[src/core/cct_pkg.sv]
package cct_pkg;

	// Register byte offsets
	localparam logic [7:0] CCT_OFS_CTRL     = 8'h00;
	localparam logic [7:0] CCT_OFS_COUNT    = 8'h04;
	localparam logic [7:0] CCT_OFS_STATUS   = 8'h08;
	localparam logic [7:0] CCT_OFS_MASK     = 8'h0C;
	localparam logic [7:0] CCT_OFS_VECTOR   = 8'h10;
	localparam logic [7:0] CCT_OFS_CH_BASE  = 8'h20;
	localparam logic [7:0] CCT_CH_STRIDE    = 8'h08;
	localparam logic [7:0] CCT_CH_CTL_SUB   = 8'h00;
	localparam logic [7:0] CCT_CH_CMP_SUB   = 8'h04;

	// Control register field positions
	localparam int CCT_CTRL_SRC_LSB = 8;
	localparam int CCT_CTRL_DIV_LSB = 6;
	localparam int CCT_CTRL_RUN_BIT = 4;
	localparam int CCT_CTRL_CLR_BIT = 2;
	localparam int CCT_CHCTL_MODE_BIT = 0;

	// Source selection codes
	localparam logic [1:0] CCT_SRC_EXT = 2'h0;
	localparam logic [1:0] CCT_SRC_AUX = 2'h1;
	localparam logic [1:0] CCT_SRC_SUB = 2'h2;
	localparam logic [1:0] CCT_SRC_ALT = 2'h3;

	// Vector encoding: zero when idle, steps of two per source
	localparam logic [7:0] CCT_VEC_NONE = 8'h00;
	localparam logic [7:0] CCT_VEC_STEP = 8'h02;

	// Reset values
	localparam logic [31:0] CCT_ZERO32 = 32'h0000_0000;
	localparam logic [2:0]  CCT_PRE_ZERO = 3'h0;

	// Live control fields as the timer logic sees them
	typedef struct packed {
		logic [1:0] src;    // Clock source select
		logic [1:0] div;    // Input divider field
		logic       run;    // Counter enable
	} cct_ctrl_t;

	// One staged register write crossing to the timer logic
	typedef struct packed {
		logic       clr;    // Counter clear request
		logic [7:0] addr;   // Target offset
		logic [31:0] data;  // Write data
		logic       valid;  // Write present
	} cct_wr_t;

endpackage : cct_pkg

[src/core/cct_channel.sv]
`timescale 1ns/1ns
// One capture/compare channel
module cct_channel
	import cct_pkg::*;
#(
	parameter int CW = 16
) (
	// Clock and reset
	input  wire logic          clock,
	input  wire logic          rst_n,
	// Counter view
	input  wire logic [CW-1:0] timer_count,
	input  wire logic          count_adv,
	// Channel configuration
	input  wire logic          compare_mode,
	input  wire logic [CW-1:0] channel_compare_value,
	input  wire logic          cmp_write,
	// Capture input pin
	input  wire logic          cap_in,
	// Results
	output logic               event_q,
	output logic [CW-1:0]      cap_value_q
);

	logic cap_prev_q;   // Last capture pin level
	logic hit_hold_q;   // Counter still sits on a matched value
	logic skip_q;       // Next match is swallowed

	// Match hold: counter equals the compare value as it stood a cycle ago; tracked on
	// every cycle so a clear that moves the counter off a match drops it as well
	always_ff @(posedge clock or negedge rst_n) begin
		if (!rst_n) begin
			hit_hold_q <= 1'b0;
		end else begin
			hit_hold_q <= (timer_count == channel_compare_value);
		end
	end

	// Compare bumped while still matched loses the next match; capture mode cancels it
	always_ff @(posedge clock or negedge rst_n) begin
		if (!rst_n) begin
			skip_q <= 1'b0;
		end else if (!compare_mode) begin
			skip_q <= 1'b0; // [RQ7]
		end else if (count_adv) begin
			skip_q <= 1'b0;
		end else if (cmp_write && hit_hold_q) begin
			skip_q <= 1'b1; // [RQ6]
		end
	end

	// Event on compare match or capture edge
	always_ff @(posedge clock or negedge rst_n) begin
		if (!rst_n) begin
			event_q     <= 1'b0;
			cap_prev_q  <= 1'b0;
			cap_value_q <= '0;
		end else begin
			cap_prev_q <= cap_in;
			event_q    <= 1'b0;
			if (compare_mode) begin
				if (count_adv && (timer_count == channel_compare_value) && !skip_q) begin
					event_q <= 1'b1; // [RQ5]
				end
			end else if (cap_in && !cap_prev_q) begin
				event_q     <= 1'b1;
				cap_value_q <= timer_count;
			end
		end
	end

endmodule : cct_channel

[src/core/cct_timer.sv]
`timescale 1ns/1ns
// Function
// RQ1: count from one of four selectable sources
// RQ2: reset or clear bit restarts the counter
// RQ3: first increment after clear ignores divider
// RQ4: later increments follow the divider field
// RQ5: compare match raises channel event
// RQ6: compare bumped during match loses next match
// RQ7: software uses capture mode while bumping compare
// RQ8: full control write clears interrupt vector
// RQ9: software rewrites control word after watchdog clear
// RQ10: reading vector clears the reported flag
// RQ11: register writes staged before reaching counter logic
module cct_timer
	import cct_pkg::*;
#(
	parameter int NCH = 3,   // Number of capture/compare channels
	parameter int CW  = 16   // Counter width
) (
	// Clock and reset
	input  wire logic           clock,
	input  wire logic           rst_n,
	// APB slave
	input  wire logic           psel,
	input  wire logic           penable,
	input  wire logic           pwrite,
	input  wire logic [7:0]     paddr,
	input  wire logic [31:0]    pwdata,
	output logic [31:0]         prdata,
	output logic                pready,
	output logic                pslverr,
	// Timer clock sources, sampled as synchronous levels
	input  wire logic           external_timer_clock,
	input  wire logic           aux_clock,
	input  wire logic           sub_main_clock,
	input  wire logic           alternate_input_clock,
	// Capture inputs, one per channel
	input  wire logic [NCH-1:0] capture_in,
	// Interrupt
	output logic                irq
);

	localparam int NEV = NCH + 1;                    // Channel events plus overflow
	localparam int OVF = NCH;                        // Overflow status bit
	localparam logic [CW-1:0] CNT_ONE = CW'(1);

	// CPU-facing register state
	cct_ctrl_t          ctrl_q;                      // Control word as written
	logic [NEV-1:0]     status_q;                    // Sticky event flags
	logic [NEV-1:0]     mask_q;                      // Interrupt enables
	logic [NCH-1:0]     mode_q;                      // 1 = compare, 0 = capture
	logic [CW-1:0]      cmp_q [NCH];                 // Compare values as written
	cct_wr_t            wr_q;                        // Write staged for the timer side

	// Timer-side copies, updated one cycle after the bus write
	cct_ctrl_t          ctrl_t_q;                    // Live control fields
	logic [NCH-1:0]     mode_t_q;                    // Live channel modes
	logic [CW-1:0]      cmp_t_q [NCH];               // Live compare values
	logic [NCH-1:0]     cmp_wr_t_q;                  // Compare updated pulse

	// Counter state
	logic [CW-1:0]      timer_count_q;               // Running count
	logic [2:0]         pre_q;                       // Divider prescaler
	logic               first_q;                     // First increment still pending
	logic               src_prev_q;                  // Last selected source level
	logic               adv_q;                       // Counter moved last cycle
	logic               ovf_q;                       // Counter wrapped last cycle

	// Bus signals
	logic               access;                      // Access phase
	logic               done;                        // Completing edge
	logic               wr_done;                     // Write takes effect
	logic               rd_done;                     // Read completes
	logic               mapped;                      // Address decodes
	logic [31:0]        rdata_d;                     // Read mux
	logic [7:0]         ch_off;                      // Offset inside channel area
	logic [7:0]         ch_idx;                      // Channel number
	logic               ch_hit;                      // Address in channel area
	logic               ch_sub_cmp;                  // Channel compare word

	// Interrupt sources
	logic [NCH-1:0]     ch_event;                    // Channel event pulses
	logic [NEV-1:0]     ev_set;                      // All events this cycle
	logic [7:0]         vec_d;                       // Highest-priority vector
	logic [NEV-1:0]     vec_clr;                     // Flag the vector reports
	logic [NEV-1:0]     sw_clr;                      // Flags cleared this cycle

	// Source selection
	logic               src_lvl;                     // Selected source level
	logic               src_edge;                    // Rising edge of source
	logic [2:0]         pre_lim;                     // Divider terminal count

	// Bus side and timer side share one clock; the staging register below keeps
	// a control write from reaching the counter while it is half applied.
	// A write therefore lands on the counter one edge after its committing edge.
	// Transfer phase decode; pready comes one cycle into the access phase
	assign access  = psel && penable;
	assign done    = access && pready;
	assign wr_done = done && pwrite;
	assign rd_done = done && !pwrite;

	// Channel area decode
	assign ch_off     = paddr - CCT_OFS_CH_BASE;
	assign ch_idx     = ch_off / CCT_CH_STRIDE;
	assign ch_hit     = (paddr >= CCT_OFS_CH_BASE) && (ch_idx < 8'(NCH)) && (paddr[1:0] == 2'b00);
	assign ch_sub_cmp = ((ch_off % CCT_CH_STRIDE) == CCT_CH_CMP_SUB);

	// Read mux and address decode
	always_comb begin
		rdata_d = CCT_ZERO32;
		mapped  = 1'b1;
		unique case (paddr)
			CCT_OFS_CTRL: begin
				rdata_d[CCT_CTRL_SRC_LSB +: 2] = ctrl_q.src;
				rdata_d[CCT_CTRL_DIV_LSB +: 2] = ctrl_q.div;
				rdata_d[CCT_CTRL_RUN_BIT]      = ctrl_q.run;
			end
			CCT_OFS_COUNT:  rdata_d[CW-1:0]  = timer_count_q;
			CCT_OFS_STATUS: rdata_d[NEV-1:0] = status_q;
			CCT_OFS_MASK:   rdata_d[NEV-1:0] = mask_q;
			CCT_OFS_VECTOR: rdata_d[7:0]     = vec_d;
			default: begin
				if (ch_hit) begin
					// Channel words: mode bit or compare value
					if (ch_sub_cmp) begin
						rdata_d[CW-1:0] = cmp_q[ch_idx[$clog2(NCH+1)-1:0]];
					end else begin
						rdata_d[CCT_CHCTL_MODE_BIT] = mode_q[ch_idx[$clog2(NCH+1)-1:0]];
					end
				end else begin
					mapped = 1'b0;
				end
			end
		endcase
	end

	// APB answer: one wait state, data and error registered
	always_ff @(posedge clock or negedge rst_n) begin
		if (!rst_n) begin
			pready  <= 1'b0;
			prdata  <= CCT_ZERO32;
			pslverr <= 1'b0;
		end else begin
			pready  <= access && !pready;
			pslverr <= access && !pready && !mapped;
			if (access && !pready) begin
				prdata <= (!pwrite && mapped) ? rdata_d : CCT_ZERO32;
			end
		end
	end

	// Control word; every bus write is a whole-word write
	always_ff @(posedge clock or negedge rst_n) begin
		if (!rst_n) begin
			ctrl_q <= '0;
		end else if (wr_done && paddr == CCT_OFS_CTRL) begin
			ctrl_q.src <= pwdata[CCT_CTRL_SRC_LSB +: 2];
			ctrl_q.div <= pwdata[CCT_CTRL_DIV_LSB +: 2];
			ctrl_q.run <= pwdata[CCT_CTRL_RUN_BIT];
		end
	end

	// Mask register
	always_ff @(posedge clock or negedge rst_n) begin
		if (!rst_n) begin
			mask_q <= '0;
		end else if (wr_done && paddr == CCT_OFS_MASK) begin
			mask_q <= pwdata[NEV-1:0];
		end
	end

	// Channel mode and compare registers
	always_ff @(posedge clock or negedge rst_n) begin
		if (!rst_n) begin
			mode_q <= '0;
			for (int i = 0; i < NCH; i++) begin
				cmp_q[i] <= '0;
			end
		end else if (wr_done && ch_hit && mapped) begin
			for (int i = 0; i < NCH; i++) begin
				if (ch_idx == 8'(i)) begin
					if (ch_sub_cmp) begin
						cmp_q[i] <= pwdata[CW-1:0];
					end else begin
						mode_q[i] <= pwdata[CCT_CHCTL_MODE_BIT];
					end
				end
			end
		end
	end

	// Stage each completed write so the counter side acts a cycle later
	always_ff @(posedge clock or negedge rst_n) begin
		if (!rst_n) begin
			wr_q <= '0;
		end else begin
			wr_q.valid <= wr_done && mapped;
			wr_q.addr  <= paddr;
			wr_q.data  <= pwdata;
			wr_q.clr   <= wr_done && (paddr == CCT_OFS_CTRL) && pwdata[CCT_CTRL_CLR_BIT];
		end
	end

	// Timer-side copies follow the bus-side registers a cycle later; counter never sees a half-applied write
	always_ff @(posedge clock or negedge rst_n) begin
		if (!rst_n) begin
			ctrl_t_q   <= '0;
			mode_t_q   <= '0;
			cmp_wr_t_q <= '0;
			for (int i = 0; i < NCH; i++) begin
				cmp_t_q[i] <= '0;
			end
		end else begin
			ctrl_t_q <= ctrl_q; // [RQ11]
			mode_t_q <= mode_q;
			for (int i = 0; i < NCH; i++) begin
				cmp_t_q[i]    <= cmp_q[i];
				cmp_wr_t_q[i] <= wr_q.valid && (wr_q.addr == CCT_OFS_CH_BASE + 8'(i) * CCT_CH_STRIDE
					+ CCT_CH_CMP_SUB);
			end
		end
	end

	// Sources are plain levels sampled on the system clock, so each must stay high
	// and low for at least one system clock or an edge is missed.
	// Trade-off: no synchroniser here, the pins are taken as already synchronous.
	// Source multiplexer
	always_comb begin
		unique case (ctrl_t_q.src)
			CCT_SRC_EXT: src_lvl = external_timer_clock; // [RQ1]
			CCT_SRC_AUX: src_lvl = aux_clock;
			CCT_SRC_SUB: src_lvl = sub_main_clock;
			CCT_SRC_ALT: src_lvl = alternate_input_clock;
		endcase
	end

	// Edge of the chosen source; a source switch can itself look like an edge
	assign src_edge = src_lvl && !src_prev_q;
	assign pre_lim  = 3'((4'h1 << ctrl_t_q.div) - 4'h1);

	// The divider counts source edges, not system clocks; first_q lets the first
	// edge after a clear through at once, whatever the divider holds.
	// The clear bit wins over a tick in the same cycle.
	// Counter with input divider and first-edge behaviour after a clear
	always_ff @(posedge clock or negedge rst_n) begin
		if (!rst_n) begin
			timer_count_q <= '0;              // [RQ2]
			pre_q         <= CCT_PRE_ZERO;
			first_q       <= 1'b1;            // [RQ2]
			src_prev_q    <= 1'b0;
			adv_q         <= 1'b0;
			ovf_q         <= 1'b0;
		end else begin
			src_prev_q <= src_lvl;
			adv_q      <= 1'b0;
			ovf_q      <= 1'b0;
			if (wr_q.clr) begin
				// Clear bit: same starting state as reset
				timer_count_q <= '0;          // [RQ2]
				pre_q         <= CCT_PRE_ZERO;
				first_q       <= 1'b1;
			end else if (ctrl_t_q.run && src_edge) begin
				if (first_q || pre_q == pre_lim) begin
					// First edge after clear counts at once, divider notwithstanding
					timer_count_q <= timer_count_q + CNT_ONE; // [RQ3]
					pre_q         <= CCT_PRE_ZERO;            // [RQ4]
					first_q       <= 1'b0;
					adv_q         <= 1'b1;
					ovf_q         <= (timer_count_q == {CW{1'b1}});
				end else begin
					pre_q <= pre_q + 3'h1;    // [RQ4]
				end
			end
		end
	end

	// Capture/compare channels
	for (genvar g = 0; g < NCH; g++) begin : g_ch
		cct_channel #(
			.CW(CW)
		) u_ch (
			.clock                 (clock),
			.rst_n                 (rst_n),
			.timer_count           (timer_count_q),
			.count_adv             (adv_q),
			.compare_mode          (mode_t_q[g]),
			.channel_compare_value (cmp_t_q[g]),
			.cmp_write             (cmp_wr_t_q[g]),
			.cap_in                (capture_in[g]),
			.event_q               (ch_event[g]),
			.cap_value_q           ()
		);
	end

	assign ev_set = {ovf_q, ch_event};

	// The vector is a pure function of the flags; the read that returns it also
	// clears the flag it names, so repeated reads walk down the pending list.
	// Vector: lowest channel first, overflow last
	always_comb begin
		vec_d   = CCT_VEC_NONE;
		vec_clr = '0;
		for (int i = NEV - 1; i >= 0; i--) begin
			if (status_q[i]) begin
				vec_d   = 8'(i + 1) * CCT_VEC_STEP;
				vec_clr = NEV'(1) << i;
			end
		end
	end

	// Software clears: write-one, vector read, or whole control write
	always_comb begin
		sw_clr = '0;
		if (wr_done && paddr == CCT_OFS_STATUS) begin
			sw_clr = pwdata[NEV-1:0];
		end
		if (wr_done && paddr == CCT_OFS_CTRL) begin
			sw_clr = {NEV{1'b1}};     // [RQ8]
		end
		if (rd_done && paddr == CCT_OFS_VECTOR) begin
			sw_clr = sw_clr | vec_clr; // [RQ10]
		end
	end

	// A write-one clear, a vector read and a control write all decode the one bus transfer,
	// so only one of them lands in a cycle; a new event in that cycle still sets its flag.
	// Sticky flags; an event in the clearing cycle survives
	always_ff @(posedge clock or negedge rst_n) begin
		if (!rst_n) begin
			status_q <= '0;
		end else begin
			status_q <= (status_q & ~sw_clr) | ev_set;
		end
	end

	// The interrupt looks at next-cycle flags so it is not a cycle behind them,
	// while the output itself still comes straight from a flop.
	// Level interrupt from flops
	always_ff @(posedge clock or negedge rst_n) begin
		if (!rst_n) begin
			irq <= 1'b0;
		end else begin
			irq <= |((((status_q & ~sw_clr) | ev_set)) & mask_q);
		end
	end

endmodule : cct_timer

[config.mk]
export PLATFORM = sky130hd
export DESIGN_NAME = cct_timer
export DESIGN_NICKNAME = d
export VERILOG_FILES = /design/src/core/cct_pkg.sv /design/src/core/cct_channel.sv /design/src/core/cct_timer.sv
export SDC_FILE = /design/constraint.sdc
export NUM_CORES = 1
export LEC_CHECK = 0
export BUFFER_PORTS_ARGS = -buffer_cell sky130_fd_sc_hd__buf_4
export CAP_MARGIN = 30
export CELL_PAD_IN_SITES_DETAIL_PLACEMENT = 1
export CELL_PAD_IN_SITES_GLOBAL_PLACEMENT = 2
export CORE_UTILIZATION = 45
export DETAILED_ROUTE_END_ITERATION = 6
export GPL_TIMING_DRIVEN = 0
export PLACE_DENSITY = 0.86
export SYNTH_ARGS = -nofsm -noshare
export SYNTH_HDL_FRONTEND = slang
export SYNTH_HIERARCHICAL = 1
export SYNTH_SLANG_ARGS = --single-unit
[constraint.sdc]
create_clock -name clock -period 4.36 [get_ports clock]
set_input_delay 0.218 -clock clock [delete_from_list [all_inputs] [get_ports clock]]
set_output_delay 0.218 -clock clock [all_outputs]
set_load 0.01 [all_outputs]
==> flow_summary.yaml <==
sta:
  rsz0062_at_grt: "no"
  holdWs_ns: 0.0255
  fin_tns_setup_ns: 0
  final.min_clock_period_ns: 2.78
  report.final.slew_viol_count: 0
  hold_violations: 0
  timing.fmax_mhz: 360
  skew_ns: 0.0119
  finalCritPeriodShare_pct: 63.7
  slew_headroom_pct: 45.1
  final-setup-viol-count: 0
  worstMarginPinSlew_ns: 0.824
worst_setup_path:
  crit_family: "simple AND/OR/NAND/NOR gates"
  cp_slowest_stage_delay_ns: 0.52
  crit_cells: 10
  cp-startpoint: "paddr[5]"
  cp_slowest_cell: "dlygate4sd3_1"
  rrSetupSlack_ns: 1.66
  cp_max_fo: 10
  crit_arrival_ns: 3.09
  start_kind: "primary input"
  crit_buf_inv: 4
  rr_startpoint: "pready"
  worstSetupPathType: "in -> reg"
  worstRegToRegCells: 6
  endpoint: "cmp_q[22]"
  worst_ep_required_time_ns: 4.67
  end_kind: "register"
  critical_path.cell_chain: "dlygate4sd3_1 > buf_4 > inv_1 > ha_1 > xor2_1 > and4bb_2 > nand4_1 > nor2_2 > buf_4 > mux2_2"
  cpMostUsedCell: "buf_4"
  r2r_end: "cmp_q[22]"
hold_path:
  hold_path_class: "in -> reg"
  worstHoldStart: "pwdata[12]"
detailed_routing:
  dr.pass1.iters: 5
  via_per_inst: 5.60
  via_count: 5683
  post_drt_wl_per_cell_um: 21.6
  wl_met2_um: 10800
  wl_met3_um: 1070
  drc: 0
  highest-signal-layer: "met4"
  wl_met1_um: 9710
  drt-total-wl_um: 22000
  first_iter_violations: 355
  antenna_left: 0
global_routing:
  grt_pass1_wl_um: 34600
  grtUsageTotal_pct: 25.4
  first_global_vias: 6068
  grt-ovfl-total: 0
  grt_max_degree: 99
  antenna_found_initial: 0
final_layout:
  fillers: 1855
  area_delta_synth_final_pct: 18.1
  layout-drive-gt1-share_pct: 25.9
  final_nets: 828
  diodes: 0
die:
  initial_utilization_pct: 45.9
  fp.dieH_um: 137
  coreArea_mm2: 0.0180
  dieWidth_um: 137
  rows: 49
  dieArea_mm2: 0.0189
  ios: 87
clocking:
  cts_tree: "yes"
  cts_resized: 0
  cts_root_buf: "clkbuf_16"
  postCtsSetupBuffers: 0
  cts_inserted_buffers: 17
  clk_pin_slew_ns: 0.07
  cts.sinks: 187
  clock_path_buffers: 2
  htree_levels: 4
  clkLatencyLatePin_ns: 0.44
job:
  maxCapViolCount: 0
pwr:
  combPwrFrac_pct: 5.1
  swShare_pct: 22.7
  power_uw: 3480
  peakVddDrop_v: 0.000298
  total_leakage_power_uw: 0.00450
  p_switching_uw: 790
  p_int_uw: 2690
  p_seq_share_pct: 50.3
  power.density_mw_per_mm2: 358
  clkPwrFrac_pct: 44.6
placed_design:
  dp_hpwl_um: 15500
  port_buffers: 53
  gp_congestion: 0.867
synthesis:
  synth_area_mm2: 0.00824
  syn_inst: 671
  syn_avg_cell_area_um2: 12.3
  ys_warn_count: 6
status:
  outcome: "finished clean"
cells in the final DEF, fill, tap and decap left out, types with 17 or more instances in the layout:
cell type  count
dfrtp_1      186
buf_4         70
mux2_2        63
xnor2_1       59
nand2_1       41
o21ai_0       36
nor2_1        27
a21oi_1       22
nand4_1       20
mux2i_1       18
clkbuf_16     17
final cells by class:
class                      count  area [um^2]  area share (%)
multi-input combinational    439         3250            33.4
tap                          229          287            2.94
timing repair buffer          67          558            5.73
sequential                   187         4680            48.1
buffer                        46          309            3.17
clock inverter                13          141            1.45
inverter                      14         52.6           0.540
clock buffer                  19          453            4.65
flip-flops by register name, indices dropped and copies added, names as in the netlist, 3 cells and up:
register,flops
cmp_t_q,48
timer_count_q,16
mode_t_q,3
g_ch.u_ch/hit_hold_q,3
mode_q,3
g_ch.u_ch/cap_prev_q,3
ctrl_q,5
cmp_wr_t_q,3
g_ch.u_ch/event_q,3
wr_q,10
prdata,16
ctrl_t_q,5
status_q,4
pre_q,3
cmp_q,48
g_ch.u_ch/skip_q,3
mask_q,4
repair_timing:
action	CTS	global route
hold buffers	12	0
hold endpoints to repair	100	0
setup endpoints to repair	0	0
how the worst min path moves through the flow:
stage,slack [ns],end,cells past startpoint
floorplan,-0.08,adv_q,0
global placement,0.34,wr_q[36],1
detailed placement,0.28,g_ch[0].u_ch/hit_hold_q,1
CTS,0.01,cmp_q[28],2
global route,0.02,cmp_q[44],2
finish,0.03,cmp_q[28],2
routing by layer:
| layer | track usage (%) | up-vias |
|---|---|---|
| li1 | - | 2556 |
| met1 | 34.3 | 2947 |
| met2 | 41.0 | 151 |
| met3 | 4.97 | 29 |
| met4 | 8.55 | 0 |
| met5 | 0 | - |
per-stage QoR:
stage | setup slack (ns) | instances | util (%) | area [um^2]
after floorplan | 2.37 | 686 | - | 8300
after global routing | 1.51 | 1014 | 54.2 | 9740
after global placement | 1.76 | 968 | 50.0 | 8980
after detailed placement | 1.72 | 970 | 50.2 | 9020
after CTS | 1.61 | 1014 | 54.2 | 9740
final | 1.58 | 1014 | 54.2 | 9740
power groups by stage:
stage	registers (uW)	clock network [uW]	logic, uW
2_1_floorplan	1780	0	69.1
3_3_place_gp	1780	0	161
3_5_place_dp	1780	0	168
4_1_cts	1750	1590	178
5_1_grt	1750	1650	195
6_report	1750	1550	177
Note: power is estimated with default switching activity, not from simulation.
